File: src/serial_pin_ctrl_pkg.sv
// constants, register layout and encodings for the serial pin control block
// How it works
// - control register bits 7 and 6 always read one and ignore writes.
// - control bit 5 set puts channel 2 serial output on its pin, else GPIO.
// - control bit 4 set puts channel 1 serial output on its pin, else GPIO.
// - control bit 3 inverts channel 2 transmit pin data.
// - control bit 2 inverts channel 2 receive pin data before use.
// - control bit 1 inverts channel 1 transmit pin data.
// - control bit 0 inverts channel 1 receive pin data.
// - control writes act on the pins at once, mid-frame glitches possible.
// - infrared bit 7 switches channel 1 pins to infrared use.
// - infrared bits 6..4 pick pulse width: 3/16 bit, two clocks, sixteen clocks.
// - infrared bits 3..0 always read zero and ignore writes.
`default_nettype none

package serial_pin_ctrl_pkg;

    // register bus
    localparam int          ADDR_W      = 4;
    localparam int          DATA_W      = 8;
    localparam logic [3:0]  OFS_PIN_FUNC_POL = 4'h0;
    localparam logic [3:0]  OFS_IR_MODE_CTRL = 4'h1;

    // serial_pin_function_polarity field positions
    localparam int          POS_CH2_TX_PIN_SELECT = 5;
    localparam int          POS_CH1_TX_PIN_SELECT = 4;
    localparam int          POS_CH2_TX_INVERT     = 3;
    localparam int          POS_CH2_RX_INVERT     = 2;
    localparam int          POS_CH1_TX_INVERT     = 1;
    localparam int          POS_CH1_RX_INVERT     = 0;
    localparam logic [7:0]  PIN_FUNC_POL_FIXED_ONES = 8'hC0;
    localparam logic [7:0]  PIN_FUNC_POL_WR_MASK    = 8'h3F;
    localparam logic [7:0]  PIN_FUNC_POL_RESET      = 8'hC0;

    // infrared_mode_control field positions
    localparam int          POS_INFRARED_MODE_ENABLE = 7;
    localparam int          POS_PULSE_WIDTH_SEL_HI   = 6;
    localparam int          POS_PULSE_WIDTH_SEL_LO   = 4;
    localparam logic [7:0]  IR_MODE_CTRL_WR_MASK     = 8'hF0;
    localparam logic [7:0]  IR_MODE_CTRL_RESET       = 8'h00;

    // pulse width codes
    typedef enum logic [2:0] {
        PW_BIT_3_16  = 3'h0,
        PW_PHI_DIV2  = 3'h1,
        PW_RSV_2     = 3'h2,
        PW_RSV_3     = 3'h3,
        PW_PHI_DIV16 = 3'h4,
        PW_BAD_5     = 3'h5,
        PW_BAD_6     = 3'h6,
        PW_BAD_7     = 3'h7
    } pulse_width_t;

    // pulse lengths: sixteenth-bit ticks or system clocks
    localparam logic [4:0]  PULSE_TICKS_3_16   = 5'h03;
    localparam logic [4:0]  PULSE_CLKS_PHI2    = 5'h02;
    localparam logic [4:0]  PULSE_CLKS_PHI16   = 5'h10;

    // pin input synchroniser
    localparam int          SYNC_STAGES = 3;
    localparam int          N_PIN_IN    = 5;
    localparam logic [4:0]  PIN_IN_RESET = 5'h1F;

endpackage

`default_nettype wire

File: src/ir_pulse_encoder.sv
// infrared transmit pulse shaper for channel 1
`default_nettype none

module ir_pulse_encoder
    import serial_pin_ctrl_pkg::*;
(
    // clock and reset
    input  wire logic         clk,
    input  wire logic         nrst,
    // bit stream from the transmitter
    input  wire logic         i_enable,
    input  wire logic         i_bit_start,
    input  wire logic         i_bit_data,
    input  wire logic         i_tick16,
    // pulse width code
    input  wire pulse_width_t i_width,
    // encoded pulse
    output logic              o_pulse
);

    typedef enum logic [1:0] {
        ST_IDLE,
        ST_PULSE
    } enc_state_t;

    enc_state_t  state_ff;
    enc_state_t  nxt_state;
    logic [4:0]  count_ff;
    logic [4:0]  nxt_count;
    logic        pulse_ff;
    logic        nxt_pulse;

    // prohibited codes fall back to the 3/16 width so the pin never sticks high
    wire logic       use_ticks = (i_width != PW_PHI_DIV2) && (i_width != PW_PHI_DIV16);
    wire logic [4:0] length    = (i_width == PW_PHI_DIV2)  ? PULSE_CLKS_PHI2  :
                                 (i_width == PW_PHI_DIV16) ? PULSE_CLKS_PHI16 :
                                 PULSE_TICKS_3_16;
    wire logic       step      = use_ticks ? i_tick16 : 1'b1;
    wire logic       start     = i_enable && i_bit_start && !i_bit_data;

    always_comb
    begin
        nxt_state = state_ff;
        nxt_count = count_ff;
        nxt_pulse = pulse_ff;
        case (state_ff)
            ST_IDLE:
            begin
                nxt_pulse = 1'b0;
                if (start)
                begin
                    nxt_state = ST_PULSE;
                    nxt_count = length;
                    nxt_pulse = 1'b1;
                end
            end
            ST_PULSE:
            begin
                if (!i_enable)
                begin
                    nxt_state = ST_IDLE;
                    nxt_pulse = 1'b0;
                end
                else if (step)
                begin
                    nxt_count = count_ff - 5'h01;
                    if (count_ff == 5'h01)
                    begin
                        nxt_state = ST_IDLE;
                        nxt_pulse = 1'b0;
                    end
                end
            end
            default:
            begin
                nxt_state = ST_IDLE;
                nxt_pulse = 1'b0;
            end
        endcase
    end

    always_ff @(posedge clk or negedge nrst)
    begin
        if (!nrst)
        begin
            state_ff <= ST_IDLE;
            count_ff <= 5'h00;
            pulse_ff <= 1'b0;
        end
        else
        begin
            state_ff <= nxt_state;
            count_ff <= nxt_count;
            pulse_ff <= nxt_pulse;
        end
    end

    assign o_pulse = pulse_ff;

endmodule

`default_nettype wire

File: src/serial_pin_polarity_irda_ctrl.sv
// pin function, polarity and infrared control for two serial channels
//
// The plain strobed port and the register addresses were chosen for this implementation.
`default_nettype none

module serial_pin_polarity_irda_ctrl
(
    // clock and reset
    input  wire logic                                   I_CLK,
    input  wire logic                                   I_NRST,
    // register port
    input  wire logic [serial_pin_ctrl_pkg::ADDR_W-1:0] I_ADDR,
    input  wire logic [serial_pin_ctrl_pkg::DATA_W-1:0] I_WDATA,
    input  wire logic                                   I_WR,
    input  wire logic                                   I_RD,
    output logic      [serial_pin_ctrl_pkg::DATA_W-1:0] O_RDATA,
    // channel 1 serial core
    input  wire logic                                   I_CH1_TRANSMITTER_ENABLE,
    input  wire logic                                   I_CH1_TX_DATA,
    input  wire logic                                   I_CH1_TX_BIT_START,
    input  wire logic                                   I_CH1_TICK16,
    output logic                                        O_CH1_RX_DATA,
    // channel 2 serial core
    input  wire logic                                   I_CH2_TRANSMITTER_ENABLE,
    input  wire logic                                   I_CH2_TX_DATA,
    output logic                                        O_CH2_RX_DATA,
    // port logic behind the shared pins
    input  wire logic                                   I_GPIO_PORT3_BIT2_OUT,
    input  wire logic                                   I_GPIO_PORT3_BIT2_OE,
    output logic                                        O_GPIO_PORT3_BIT2_IN,
    input  wire logic                                   I_GPIO_PORT4_BIT2_OUT,
    input  wire logic                                   I_GPIO_PORT4_BIT2_OE,
    output logic                                        O_GPIO_PORT4_BIT2_IN,
    // channel 2 transmit pin, shared with port 3 bit 2
    input  wire logic                                   I_CH2_SERIAL_OUT_PIN,
    output logic                                        O_CH2_SERIAL_OUT_PIN,
    output logic                                        O_CH2_SERIAL_OUT_PIN_OE,
    // channel 1 transmit pin, shared with port 4 bit 2 and infrared out
    input  wire logic                                   I_CH1_SERIAL_OUT_PIN,
    output logic                                        O_CH1_SERIAL_OUT_PIN,
    output logic                                        O_CH1_SERIAL_OUT_PIN_OE,
    // receive pins
    input  wire logic                                   I_CH1_SERIAL_IN_PIN,
    input  wire logic                                   I_CH2_SERIAL_IN_PIN,
    // mode seen by the channel 1 core
    output logic                                        O_INFRARED_MODE
);

    import serial_pin_ctrl_pkg::*;

    // ------------------------------------------------------------------
    // register storage
    // ------------------------------------------------------------------
    logic [7:0] pin_func_pol_ff;
    logic [7:0] nxt_pin_func_pol;
    logic [7:0] ir_mode_ctrl_ff;
    logic [7:0] nxt_ir_mode_ctrl;
    logic [7:0] rdata_ff;
    logic [7:0] nxt_rdata;

    wire logic hit_pin_func = (I_ADDR == OFS_PIN_FUNC_POL);
    wire logic hit_ir_mode  = (I_ADDR == OFS_IR_MODE_CTRL);
    wire logic wr_pin_func  = I_WR && hit_pin_func;
    wire logic wr_ir_mode   = I_WR && hit_ir_mode;

    // fixed bits are rebuilt on every write rather than stored from the bus
    assign nxt_pin_func_pol = wr_pin_func ?
        ((I_WDATA & PIN_FUNC_POL_WR_MASK) | PIN_FUNC_POL_FIXED_ONES) :
        pin_func_pol_ff;
    assign nxt_ir_mode_ctrl = wr_ir_mode ?
        (I_WDATA & IR_MODE_CTRL_WR_MASK) :
        ir_mode_ctrl_ff;

    // read data valid only in the cycle after the strobe; unmapped reads zero
    wire logic [7:0] read_view_pin = pin_func_pol_ff | PIN_FUNC_POL_FIXED_ONES;
    wire logic [7:0] read_view_ir  = ir_mode_ctrl_ff & IR_MODE_CTRL_WR_MASK;
    assign nxt_rdata = !I_RD       ? 8'h00 :
                       hit_pin_func ? read_view_pin :
                       hit_ir_mode  ? read_view_ir  :
                       8'h00;

    always_ff @(posedge I_CLK or negedge I_NRST)
    begin
        if (!I_NRST)
        begin
            pin_func_pol_ff <= PIN_FUNC_POL_RESET;
            ir_mode_ctrl_ff <= IR_MODE_CTRL_RESET;
            rdata_ff        <= 8'h00;
        end
        else
        begin
            pin_func_pol_ff <= nxt_pin_func_pol;
            ir_mode_ctrl_ff <= nxt_ir_mode_ctrl;
            rdata_ff        <= nxt_rdata;
        end
    end

    // ------------------------------------------------------------------
    // decoded control fields
    // ------------------------------------------------------------------
    wire logic         ch2_tx_pin_select    = pin_func_pol_ff[POS_CH2_TX_PIN_SELECT];
    wire logic         ch1_tx_pin_select    = pin_func_pol_ff[POS_CH1_TX_PIN_SELECT];
    wire logic         ch2_tx_invert        = pin_func_pol_ff[POS_CH2_TX_INVERT];
    wire logic         ch2_rx_invert        = pin_func_pol_ff[POS_CH2_RX_INVERT];
    wire logic         ch1_tx_invert        = pin_func_pol_ff[POS_CH1_TX_INVERT];
    wire logic         ch1_rx_invert        = pin_func_pol_ff[POS_CH1_RX_INVERT];
    wire logic         infrared_mode_enable = ir_mode_ctrl_ff[POS_INFRARED_MODE_ENABLE];
    wire pulse_width_t pulse_width_sel      =
        pulse_width_t'(ir_mode_ctrl_ff[POS_PULSE_WIDTH_SEL_HI:POS_PULSE_WIDTH_SEL_LO]);

    // ------------------------------------------------------------------
    // pin input synchronisers: three stages, accept when stages 2 and 3 agree
    // ------------------------------------------------------------------
    wire logic [N_PIN_IN-1:0] pin_raw = {I_CH1_SERIAL_OUT_PIN,
                                         I_CH2_SERIAL_OUT_PIN,
                                         I_CH2_SERIAL_IN_PIN,
                                         I_CH1_SERIAL_IN_PIN,
                                         1'b1};
    logic [N_PIN_IN-1:0] pin_stable;

    genvar gi;
    generate
        for (gi = 0; gi < N_PIN_IN; gi = gi + 1)
        begin : g_sync
            logic [SYNC_STAGES-1:0] stage_ff;
            logic                   stable_ff;
            wire logic              agree = (stage_ff[1] == stage_ff[2]);

            always_ff @(posedge I_CLK or negedge I_NRST)
            begin
                if (!I_NRST)
                begin
                    stage_ff  <= {SYNC_STAGES{PIN_IN_RESET[gi]}};
                    stable_ff <= PIN_IN_RESET[gi];
                end
                else
                begin
                    stage_ff  <= {stage_ff[1:0], pin_raw[gi]};
                    stable_ff <= agree ? stage_ff[2] : stable_ff;
                end
            end

            assign pin_stable[gi] = stable_ff;
        end
    endgenerate

    wire logic ch1_in_stable     = pin_stable[1];
    wire logic ch2_in_stable     = pin_stable[2];
    wire logic ch2_outpin_stable = pin_stable[3];
    wire logic ch1_outpin_stable = pin_stable[4];

    // ------------------------------------------------------------------
    // infrared encoder on channel 1
    // ------------------------------------------------------------------
    logic ir_pulse;

    ir_pulse_encoder u_ir_enc
    (
        .clk         (I_CLK),
        .nrst        (I_NRST),
        .i_enable    (infrared_mode_enable && I_CH1_TRANSMITTER_ENABLE),
        .i_bit_start (I_CH1_TX_BIT_START),
        .i_bit_data  (I_CH1_TX_DATA),
        .i_tick16    (I_CH1_TICK16),
        .i_width     (pulse_width_sel),
        .o_pulse     (ir_pulse)
    );

    // ------------------------------------------------------------------
    // transmit pin muxing
    // ------------------------------------------------------------------
    // a disabled transmitter leaves the line at mark level
    wire logic ch2_tx_line = I_CH2_TRANSMITTER_ENABLE ? I_CH2_TX_DATA : 1'b1;
    wire logic ch1_tx_line = I_CH1_TRANSMITTER_ENABLE ? I_CH1_TX_DATA : 1'b1;

    // infrared idles low, so it replaces the whole line not just the data
    wire logic ch1_tx_coded = infrared_mode_enable ? ir_pulse : ch1_tx_line;

    // polarity is applied last so writes show on the pin straight away
    wire logic ch2_tx_pol = ch2_tx_line ^ ch2_tx_invert;
    wire logic ch1_tx_pol = ch1_tx_coded ^ ch1_tx_invert;

    // pin select chooses between serial output and port logic
    wire logic ch2_pin_val = ch2_tx_pin_select ? ch2_tx_pol : I_GPIO_PORT3_BIT2_OUT;
    wire logic ch2_pin_oe  = ch2_tx_pin_select ? 1'b1       : I_GPIO_PORT3_BIT2_OE;
    wire logic ch1_pin_val = ch1_tx_pin_select ? ch1_tx_pol : I_GPIO_PORT4_BIT2_OUT;
    wire logic ch1_pin_oe  = ch1_tx_pin_select ? 1'b1       : I_GPIO_PORT4_BIT2_OE;

    // ------------------------------------------------------------------
    // receive polarity
    // ------------------------------------------------------------------
    // infrared decode sits in the core; the pin only gets its polarity here
    wire logic ch2_rx_val = ch2_in_stable ^ ch2_rx_invert;
    wire logic ch1_rx_val = ch1_in_stable ^ ch1_rx_invert;

    // ------------------------------------------------------------------
    // output registers: one clock behind the control bits, no frame wait
    // ------------------------------------------------------------------
    logic ch2_pin_ff;
    logic ch2_pin_oe_ff;
    logic ch1_pin_ff;
    logic ch1_pin_oe_ff;
    logic ch2_rx_ff;
    logic ch1_rx_ff;
    logic gpio3_in_ff;
    logic gpio4_in_ff;
    logic ir_mode_ff;

    always_ff @(posedge I_CLK or negedge I_NRST)
    begin
        if (!I_NRST)
        begin
            ch2_pin_ff    <= 1'b1;
            ch2_pin_oe_ff <= 1'b0;
            ch1_pin_ff    <= 1'b1;
            ch1_pin_oe_ff <= 1'b0;
            ch2_rx_ff     <= 1'b1;
            ch1_rx_ff     <= 1'b1;
            gpio3_in_ff   <= 1'b1;
            gpio4_in_ff   <= 1'b1;
            ir_mode_ff    <= 1'b0;
        end
        else
        begin
            ch2_pin_ff    <= ch2_pin_val;
            ch2_pin_oe_ff <= ch2_pin_oe;
            ch1_pin_ff    <= ch1_pin_val;
            ch1_pin_oe_ff <= ch1_pin_oe;
            ch2_rx_ff     <= ch2_rx_val;
            ch1_rx_ff     <= ch1_rx_val;
            gpio3_in_ff   <= ch2_outpin_stable;
            gpio4_in_ff   <= ch1_outpin_stable;
            ir_mode_ff    <= infrared_mode_enable;
        end
    end

    assign O_RDATA                 = rdata_ff;
    assign O_CH2_SERIAL_OUT_PIN    = ch2_pin_ff;
    assign O_CH2_SERIAL_OUT_PIN_OE = ch2_pin_oe_ff;
    assign O_CH1_SERIAL_OUT_PIN    = ch1_pin_ff;
    assign O_CH1_SERIAL_OUT_PIN_OE = ch1_pin_oe_ff;
    assign O_CH2_RX_DATA           = ch2_rx_ff;
    assign O_CH1_RX_DATA           = ch1_rx_ff;
    assign O_GPIO_PORT3_BIT2_IN    = gpio3_in_ff;
    assign O_GPIO_PORT4_BIT2_IN    = gpio4_in_ff;
    assign O_INFRARED_MODE         = ir_mode_ff;

endmodule

`default_nettype wire

File: config.mk
export PLATFORM = sky130hd
export DESIGN_NAME = serial_pin_polarity_irda_ctrl
export DESIGN_NICKNAME = d
export VERILOG_FILES = /design/src/serial_pin_ctrl_pkg.sv /design/src/ir_pulse_encoder.sv /design/src/serial_pin_polarity_irda_ctrl.sv
export SDC_FILE = /design/constraint.sdc
export NUM_CORES = 1
export LEC_CHECK = 0
export ABC_AREA = 0
export BUFFER_PORTS_ARGS = -buffer_cell sky130_fd_sc_hd__buf_2
export CAP_MARGIN = 40
export CORE_AREA = 2 2 87 89
export DETAILED_ROUTE_END_ITERATION = 10
export DIE_AREA = 0 0 89 91
export SLEW_MARGIN = 25
export SYNTH_ARGS = -nofsm -noshare
export SYNTH_HDL_FRONTEND = slang
export SYNTH_SLANG_ARGS = --single-unit
File: constraint.sdc
create_clock -name I_CLK -period 2 [get_ports I_CLK]
set_clock_uncertainty 0.2 [all_clocks]
set_input_delay 0.2 -clock I_CLK [delete_from_list [all_inputs] [get_ports I_CLK]]
set_output_delay 0.2 -clock I_CLK [all_outputs]
set_load 0.02 [all_outputs]
==> results of run 1 <==
per-layer routing:
metal | part of all wire, % | routed length [µm] | GRT usage (%) | up-vias
met1 | 46 | 1680 | 13.1 | 605
li1 | - | - | - | 609
met4 | 0.73 | 27 | 2.99 | 0
met2 | 48 | 1770 | 15.2 | 40
met5 | 0 | 0 | 0 | -
met3 | 5.7 | 212 | 3.36 | 2
through the flow:
step                total power [µW]  setup WS, ns  hold WS, ns  area [µm²]  utilization [%]
global placement                1720         0.334       0.0211        2290             32.0
detailed placement              1730         0.313       0.0125        2290             32.0
finish                          2370         0.300       0.0507        2570             36.0
CTS                             2420         0.294       0.0424        2570             36.0
floorplan                       1580         0.404       -0.296        1930                -
global route                    2510         0.229       0.0789        2570             36.0
cells in the mapped netlist:
| cell | count | area (µm²) |
|---|---|---|
| and2_1 | 4 | 25.0 |
| and4bb_1 | 1 | 12.5 |
| mux2i_1 | 3 | 30.0 |
| mux2_2 | 6 | 67.6 |
| nor4b_1 | 2 | 17.5 |
| clkbuf_1 | 1 | 3.75 |
| a211o_1 | 3 | 26.3 |
| nor4_1 | 1 | 6.26 |
| and3_1 | 1 | 6.26 |
| inv_1 | 5 | 18.8 |
| mux2_4 | 1 | 15.0 |
| a31o_2 | 2 | 17.5 |
| dfstp_2 | 22 | 578 |
| or3_1 | 1 | 6.26 |
| xor2_1 | 3 | 26.3 |
| o21ai_4 | 1 | 16.3 |
| nor2_2 | 1 | 6.26 |
| a21o_1 | 1 | 7.51 |
| nor3_1 | 1 | 5.00 |
| and4_4 | 1 | 11.3 |
| nor2b_1 | 2 | 12.5 |
| buf_2 | 1 | 5.00 |
| a22o_1 | 1 | 8.76 |
| nor2_1 | 6 | 22.5 |
| a21oi_1 | 6 | 30.0 |
| buf_8 | 1 | 15.0 |
| nand2_1 | 8 | 30.0 |
| o21ai_1 | 1 | 5.00 |
| o21ba_1 | 1 | 10.0 |
| nand3_1 | 2 | 10.0 |
| mux2_1 | 5 | 56.3 |
| maj3_1 | 4 | 40.0 |
| or2_2 | 2 | 12.5 |
| nor3_2 | 1 | 10.0 |
| o21ai_0 | 1 | 5.00 |
| xnor2_1 | 2 | 17.5 |
| o211a_1 | 1 | 10.0 |
| ha_1 | 2 | 25.0 |
| dfrtp_1 | 28 | 701 |
worst max-delay path, stage by stage, from the launching register on:
cell	delay [ns]
dfrtp_1	0.41
xor2_1	0.20
and4_4	0.23
o21ai_4	0.23
mux2_4	0.32
power by group through the flow:
stage,sequential [µW],clock (µW),combinational (µW)
after floorplan,1330,0,246
after global placement,1310,0,414
after detailed placement,1310,0,417
after CTS,1290,678,446
after global routing,1310,706,494
final,1290,643,437
path summary, 6_finish.rpt:
check                                                start                                end  slack [ns]  cells after the start
min                                                   I_RD               O_RDATA[7]$_DFF_PN0_        0.05                      3
max reg2reg                 ir_mode_ctrl_ff[6]$_DFFE_PN0P_   u_ir_enc.count_ff[1]$_DFFE_PN0P_        0.30                      4
min in group asynchronous                           I_NRST  O_CH2_SERIAL_OUT_PIN_OE$_DFF_PN0_        0.21                      2
max in group asynchronous                           I_NRST     O_CH2_SERIAL_OUT_PIN$_DFF_PN1_        0.77                      3
min reg2reg                g_sync[1].stage_ff[0]$_DFF_PN1_    g_sync[1].stage_ff[1]$_DFF_PN1_        0.16                      0
max                         ir_mode_ctrl_ff[6]$_DFFE_PN0P_   u_ir_enc.count_ff[1]$_DFFE_PN0P_        0.30                      4
layout make-up:
cell class | count | area, µm²
Fill cell | 730 | 4570
Timing Repair Buffer | 66 | 438
Multi-Input combinational cell | 78 | 608
Tap cell | 99 | 124
Inverter | 5 | 18.8
Clock inverter | 1 | 6.26
Clock buffer | 7 | 97.6
Sequential cell | 50 | 1280
logic make-up after synthesis:
group | after synthesis | share of synthesized area, %
multiplexers | 15 | 8.75
buffers and inverters | 8 | 2.20
AND/OR/NAND/NOR | 34 | 10.1
XOR/XNOR | 5 | 2.27
adder cells (fa/ha/maj) | 6 | 3.37
AO/OA/AOI/OAI | 18 | 7.07
flip-flops | 50 | 66.3
placed cells by master (no fill, tap or decap), types with 3 or more instances in the layout:
cell type and instances:
and2_1 4, xor2_1 3, nand2_1 8, mux2_2 6, maj3_1 4, a211o_1 3
dfrtp_1 28, inv_1 5, a21oi_1 6, buf_2 46, dlygate4sd3_1 18, clkbuf_8 5
mux2i_1 3, nor2_1 6, dfstp_2 22, mux2_1 5
registers in the layout, indices dropped and copies added, names as in the netlist:
register                 cells
g_sync.stage_ff             12
O_RDATA                      8
pin_func_pol_ff              6
u_ir_enc.count_ff            5
ir_mode_ctrl_ff              4
O_CH1_RX_DATA                1
O_CH1_SERIAL_OUT_PIN         1
O_CH1_SERIAL_OUT_PIN_OE      1
O_CH2_RX_DATA                1
O_CH2_SERIAL_OUT_PIN         1
O_CH2_SERIAL_OUT_PIN_OE      1
O_GPIO_PORT3_BIT2_IN         1
O_GPIO_PORT4_BIT2_IN         1
O_INFRARED_MODE              1
ch1_in_stable                1
ch1_outpin_stable            1
ch2_in_stable                1
ch2_outpin_stable            1
u_ir_enc.o_pulse             1
u_ir_enc.state_ff            1
==> results.yml, run 1 <==
timing:
  finalSetupViolCount: 0
  fin_crit_ns: 1.70
  rsz0062_at_grt: "no"
  hold_viol: 0
  tightest_slew_ns: 0.530
  maxClockFrequency_mhz: 588
  slew_headroom_pct: 64.7
  drv_slew: 0
  fin_crit_sh_pct: 85.0
  fin_tns_setup_ns: 0
detailed_routing:
  wl_per_cell_um: 12.0
  drcViolationCount: 0
  postRouteAntennaNets: 0
  route.vias.total: 1256
  dr.pass1.iters: 4
  drt_iter0_drc: 49
  vias_per_cell: 4.10
  wl_um: 3690
layout:
  finalNonFillerCells: 306
  drive_gt1_share_pct: 44.4
  syn2layout_area_growth_pct: 33.3
  n_antenna_cell: 0
  fin_nets: 238
clocking:
  cts_inserted_buffers: 5
  cts_resized: 0
  root_buffer: "clkbuf_8"
  cts-htree-levels: 2
  post_cts_buffers: 0
  clock_path_buffers: 2
  clk_latency_ns: 0.29
  holdBufCountCts: 18
  cts_tree: "built"
  clkSinkCount: 50
  path_clk_slew_ns: 0.09
placement:
  dp_hpwl_um: 2660
  io_buffers: 46
  placed_cells: 280
  gp_congestion: 0.688
global_route:
  grt_pass1_vias: 1257
  grt_pass1_wl_um: 6090
  overflow: 0
  grt_usage_pct: 9.89
  grt_max_degree: 30
  antenna_found_initial: 0
pwr:
  p_int_uw: 1730
  powerDensity_nw_per_um2: 923
  p_seq_share_pct: 54.4
  p_switching_uw: 646
  ir_drop_mv: 0.402
  power_frac_comb_pct: 18.4
  leakage_uw: 0.00123
  clkPwrFrac_pct: 27.1
  p_sw_share_pct: 27.2
synth:
  yosysWarnings: 0
  synth_cells: 136
  syn_area_um2: 1930
  synth_nets: 168
  ys_seq_area_share_pct: 66.3
  synth-seq-cells: 50
  ys_types: 39
  avgSynthCellArea_um2: 14.2
floorplan:
  core_um2: 7140
  dieArea_um2: 8100
  start_util_pct: 27.0
  row_count: 31
  dieHeight_um: 91
  die_x_um: 89
  ios: 47
critical_path:
  worst-path-max-fanout: 5
  critPathArrivalTime_ns: 1.68
  path_class: "reg -> reg"
  critPathLaunchType: "flop"
  critPathRequiredTime_ns: 1.98
  endpoint_kind: "flop"
min_path:
  hp-class: "in -> reg"
outcome:
  status: "finished, final reports clean"
job:
  drv_cap: 0
(Power assumes the default switching activity.)
==> run 2: changes to the inputs <==
Clock period 2 ns to 1.45 ns, I/O delays scaled along.
==> run 2 against run 1 <==
The run now ends with hold timing, setup timing left. Critical path type unchanged. Sequential share of layout area fell by 3.9 points. Via count rose by 8.0%. Utilization rose by 3.1 points. Combinational power rose by 96%.
==> results.yml, run 2 (same netlist as run 1, synthesis figures left out) <==
outcome:
  status: "finished, violations left"
  violations: "hold timing, setup timing"
timing:
  slew_headroom_pct: 74.7
  tightest_slew_ns: 0.380
  timing.final.ws_setup_ns: -0.185
  fin_crit_sh_pct: 113
  hold_slack_ns: -0.00121
  maxClockFrequency_mhz: 612
  hold_viol: 1
  fin_crit_ns: 1.64
  rsz0062_at_grt: "yes"
  drv_slew: 0
  finalSetupViolCount: 7
layout:
  syn2layout_area_growth_pct: 44.6
  n_antenna_cell: 0
  layout_common_cells: "buf_2 (46), dfrtp_1 (28), buf_4 (24)"
  largest_reg_flops: 12
  fin_nets: 261
  final_util_pct: 39.1
  final_common_cell: "buf_2"
  regMostFlops: "g_sync.stage_ff"
  drive_gt1_share_pct: 54.8
  finalNonFillerCells: 329
floorplan:
  row_count: 31
  start_util_pct: 27.0
  die_x_um: 89
  ios: 47
  core_um2: 7140
  dieArea_um2: 8100
  dieHeight_um: 91
detailed_routing:
  drt_iter0_drc: 30
  drcViolationCount: 0
  postRouteAntennaNets: 0
  wl_per_cell_um: 12.1
  dr.pass1.iters: 4
  vias_per_cell: 4.12
  wl_um: 3990
  route.vias.total: 1356
clocking:
  cts_inserted_buffers: 5
  cts_tree: "built"
  clock_path_buffers: 2
  root_buffer: "clkbuf_8"
  clkSinkCount: 50
  clk_latency_ns: 0.30
  path_clk_slew_ns: 0.09
  cts-htree-levels: 2
pwr:
  p_seq_share_pct: 52.1
  power_frac_comb_pct: 25.0
  leakage_uw: 0.00134
  ir_drop_mv: 0.802
  powerDensity_nw_per_um2: 1230
  p_int_uw: 2440
  clkPwrFrac_pct: 23.0
  p_sw_share_pct: 28.7
  power_uw: 3420
  p_switching_uw: 981
critical_path:
  critPathRequiredTime_ns: 1.45
  critPathArrivalTime_ns: 1.63
  cp_cell_sequence: "xor2_2 > and4_4 > o21ai_4 > mux2_4"
  endpoint_kind: "flop"
  rrSetupSlack_ns: -0.19
  worst-path-max-fanout: 5
  path_class: "reg -> reg"
  cpPeakStageDelay_ns: 0.43
  critPathLaunchType: "flop"
  critPathBufInv: 0
  r2r-end: "u_ir_enc.count_ff[1]$_DFFE_PN0P_"
  path_depth: 4
  reg2reg_depth: 4
  timing.rr.start: "ir_mode_ctrl_ff[6]$_DFFE_PN0P_"
  slowest_stage: "dfrtp_1"
  crit_family: "flip-flops"
global_route:
  grt_pass1_vias: 1430
  grt_pass1_wl_um: 6860
  overflow: 0
  antenna_found_initial: 0
  grt_max_degree: 51
  grt_usage_pct: 11.0
min_path:
  holdCritStartpoint: "I_RD"
  holdPathStages: 4
  hold_end: "O_RDATA[6]$_DFF_PN0_"
  hp-class: "in -> reg"
placement:
  gp_congestion: 0.802
  dp_hpwl_um: 2710
  placed_cells: 301
  io_buffers: 46
job:
  drv_cap: 0
## run 2: power groups by stage
| stage | Clock (µW) | Combinational, µW | Sequential [µW] |
|---|---|---|---|
| floorplan | 0 | 341 | 1840 |
| global placement | 0 | 729 | 1790 |
| detailed placement | 0 | 748 | 1800 |
| CTS | 821 | 844 | 1780 |
| global route | 884 | 940 | 1810 |
| finish | 787 | 855 | 1780 |
## run 2: final cells by class
type                            instances  area, µm²
Inverter                                5       18.8
Fill cell                             734       4350
Multi-Input combinational cell         78        676
Tap cell                               99        124
Clock inverter                          2       10.0
Sequential cell                        50       1280
Clock buffer                            6       72.6
Timing Repair Buffer                   89        611
## run 2: how the worst max path moves through the flow
stage / start / to / slack (ns)
floorplan: ir_mode_ctrl_ff[4]$_DFFE_PN0P_ / u_ir_enc.count_ff[1]$_DFFE_PN0P_ / -0.14
global placement: ir_mode_ctrl_ff[4]$_DFFE_PN0P_ / u_ir_enc.count_ff[3]$_DFFE_PN0P_ / -0.14
detailed placement: ir_mode_ctrl_ff[4]$_DFFE_PN0P_ / u_ir_enc.count_ff[2]$_DFFE_PN0P_ / -0.18
CTS: u_ir_enc.state_ff[0]$_DFFE_PN0P_ / u_ir_enc.count_ff[1]$_DFFE_PN0P_ / -0.16
global route: ir_mode_ctrl_ff[6]$_DFFE_PN0P_ / u_ir_enc.count_ff[1]$_DFFE_PN0P_ / -0.24
finish: ir_mode_ctrl_ff[6]$_DFFE_PN0P_ / u_ir_enc.count_ff[1]$_DFFE_PN0P_ / -0.19
## run 2: repair_timing
item	4_1_cts	5_1_grt
endpoints found under the hold margin	70	0
hold buffers	18	0
pin swaps	4	7
gates resized for setup	6	7
cloned	0	0
setup endpoints to repair	7	8
buffers inserted	2	0
## run 2: through the flow
step / setup WS, ns / area (µm²) / hold slack, ns / TNS [ns]
CTS: -0.157 / 2760 / 0.00150 / -0.687
detailed placement: -0.177 / 2440 / -0.0443 / -0.870
global placement: -0.138 / 2440 / -0.0450 / -0.722
global route: -0.235 / 2790 / 0.0182 / -1.20
finish: -0.185 / 2790 / -0.00121 / -0.829
floorplan: -0.139 / 1930 / -0.351 / -0.313
## run 2: worst reg2reg max path: stages, from the launching register on
cell	delay [ns]
dfrtp_1	0.43
xor2_2	0.20
and4_4	0.20
o21ai_4	0.19
mux2_4	0.31
## run 2: per-layer routing
metal  global-route usage [%]  share of wire (%)
met1                     14.9                 45
met2                     16.6                 47
met3                     3.73                6.1
met4                     3.36                1.5
met5                        0                  0
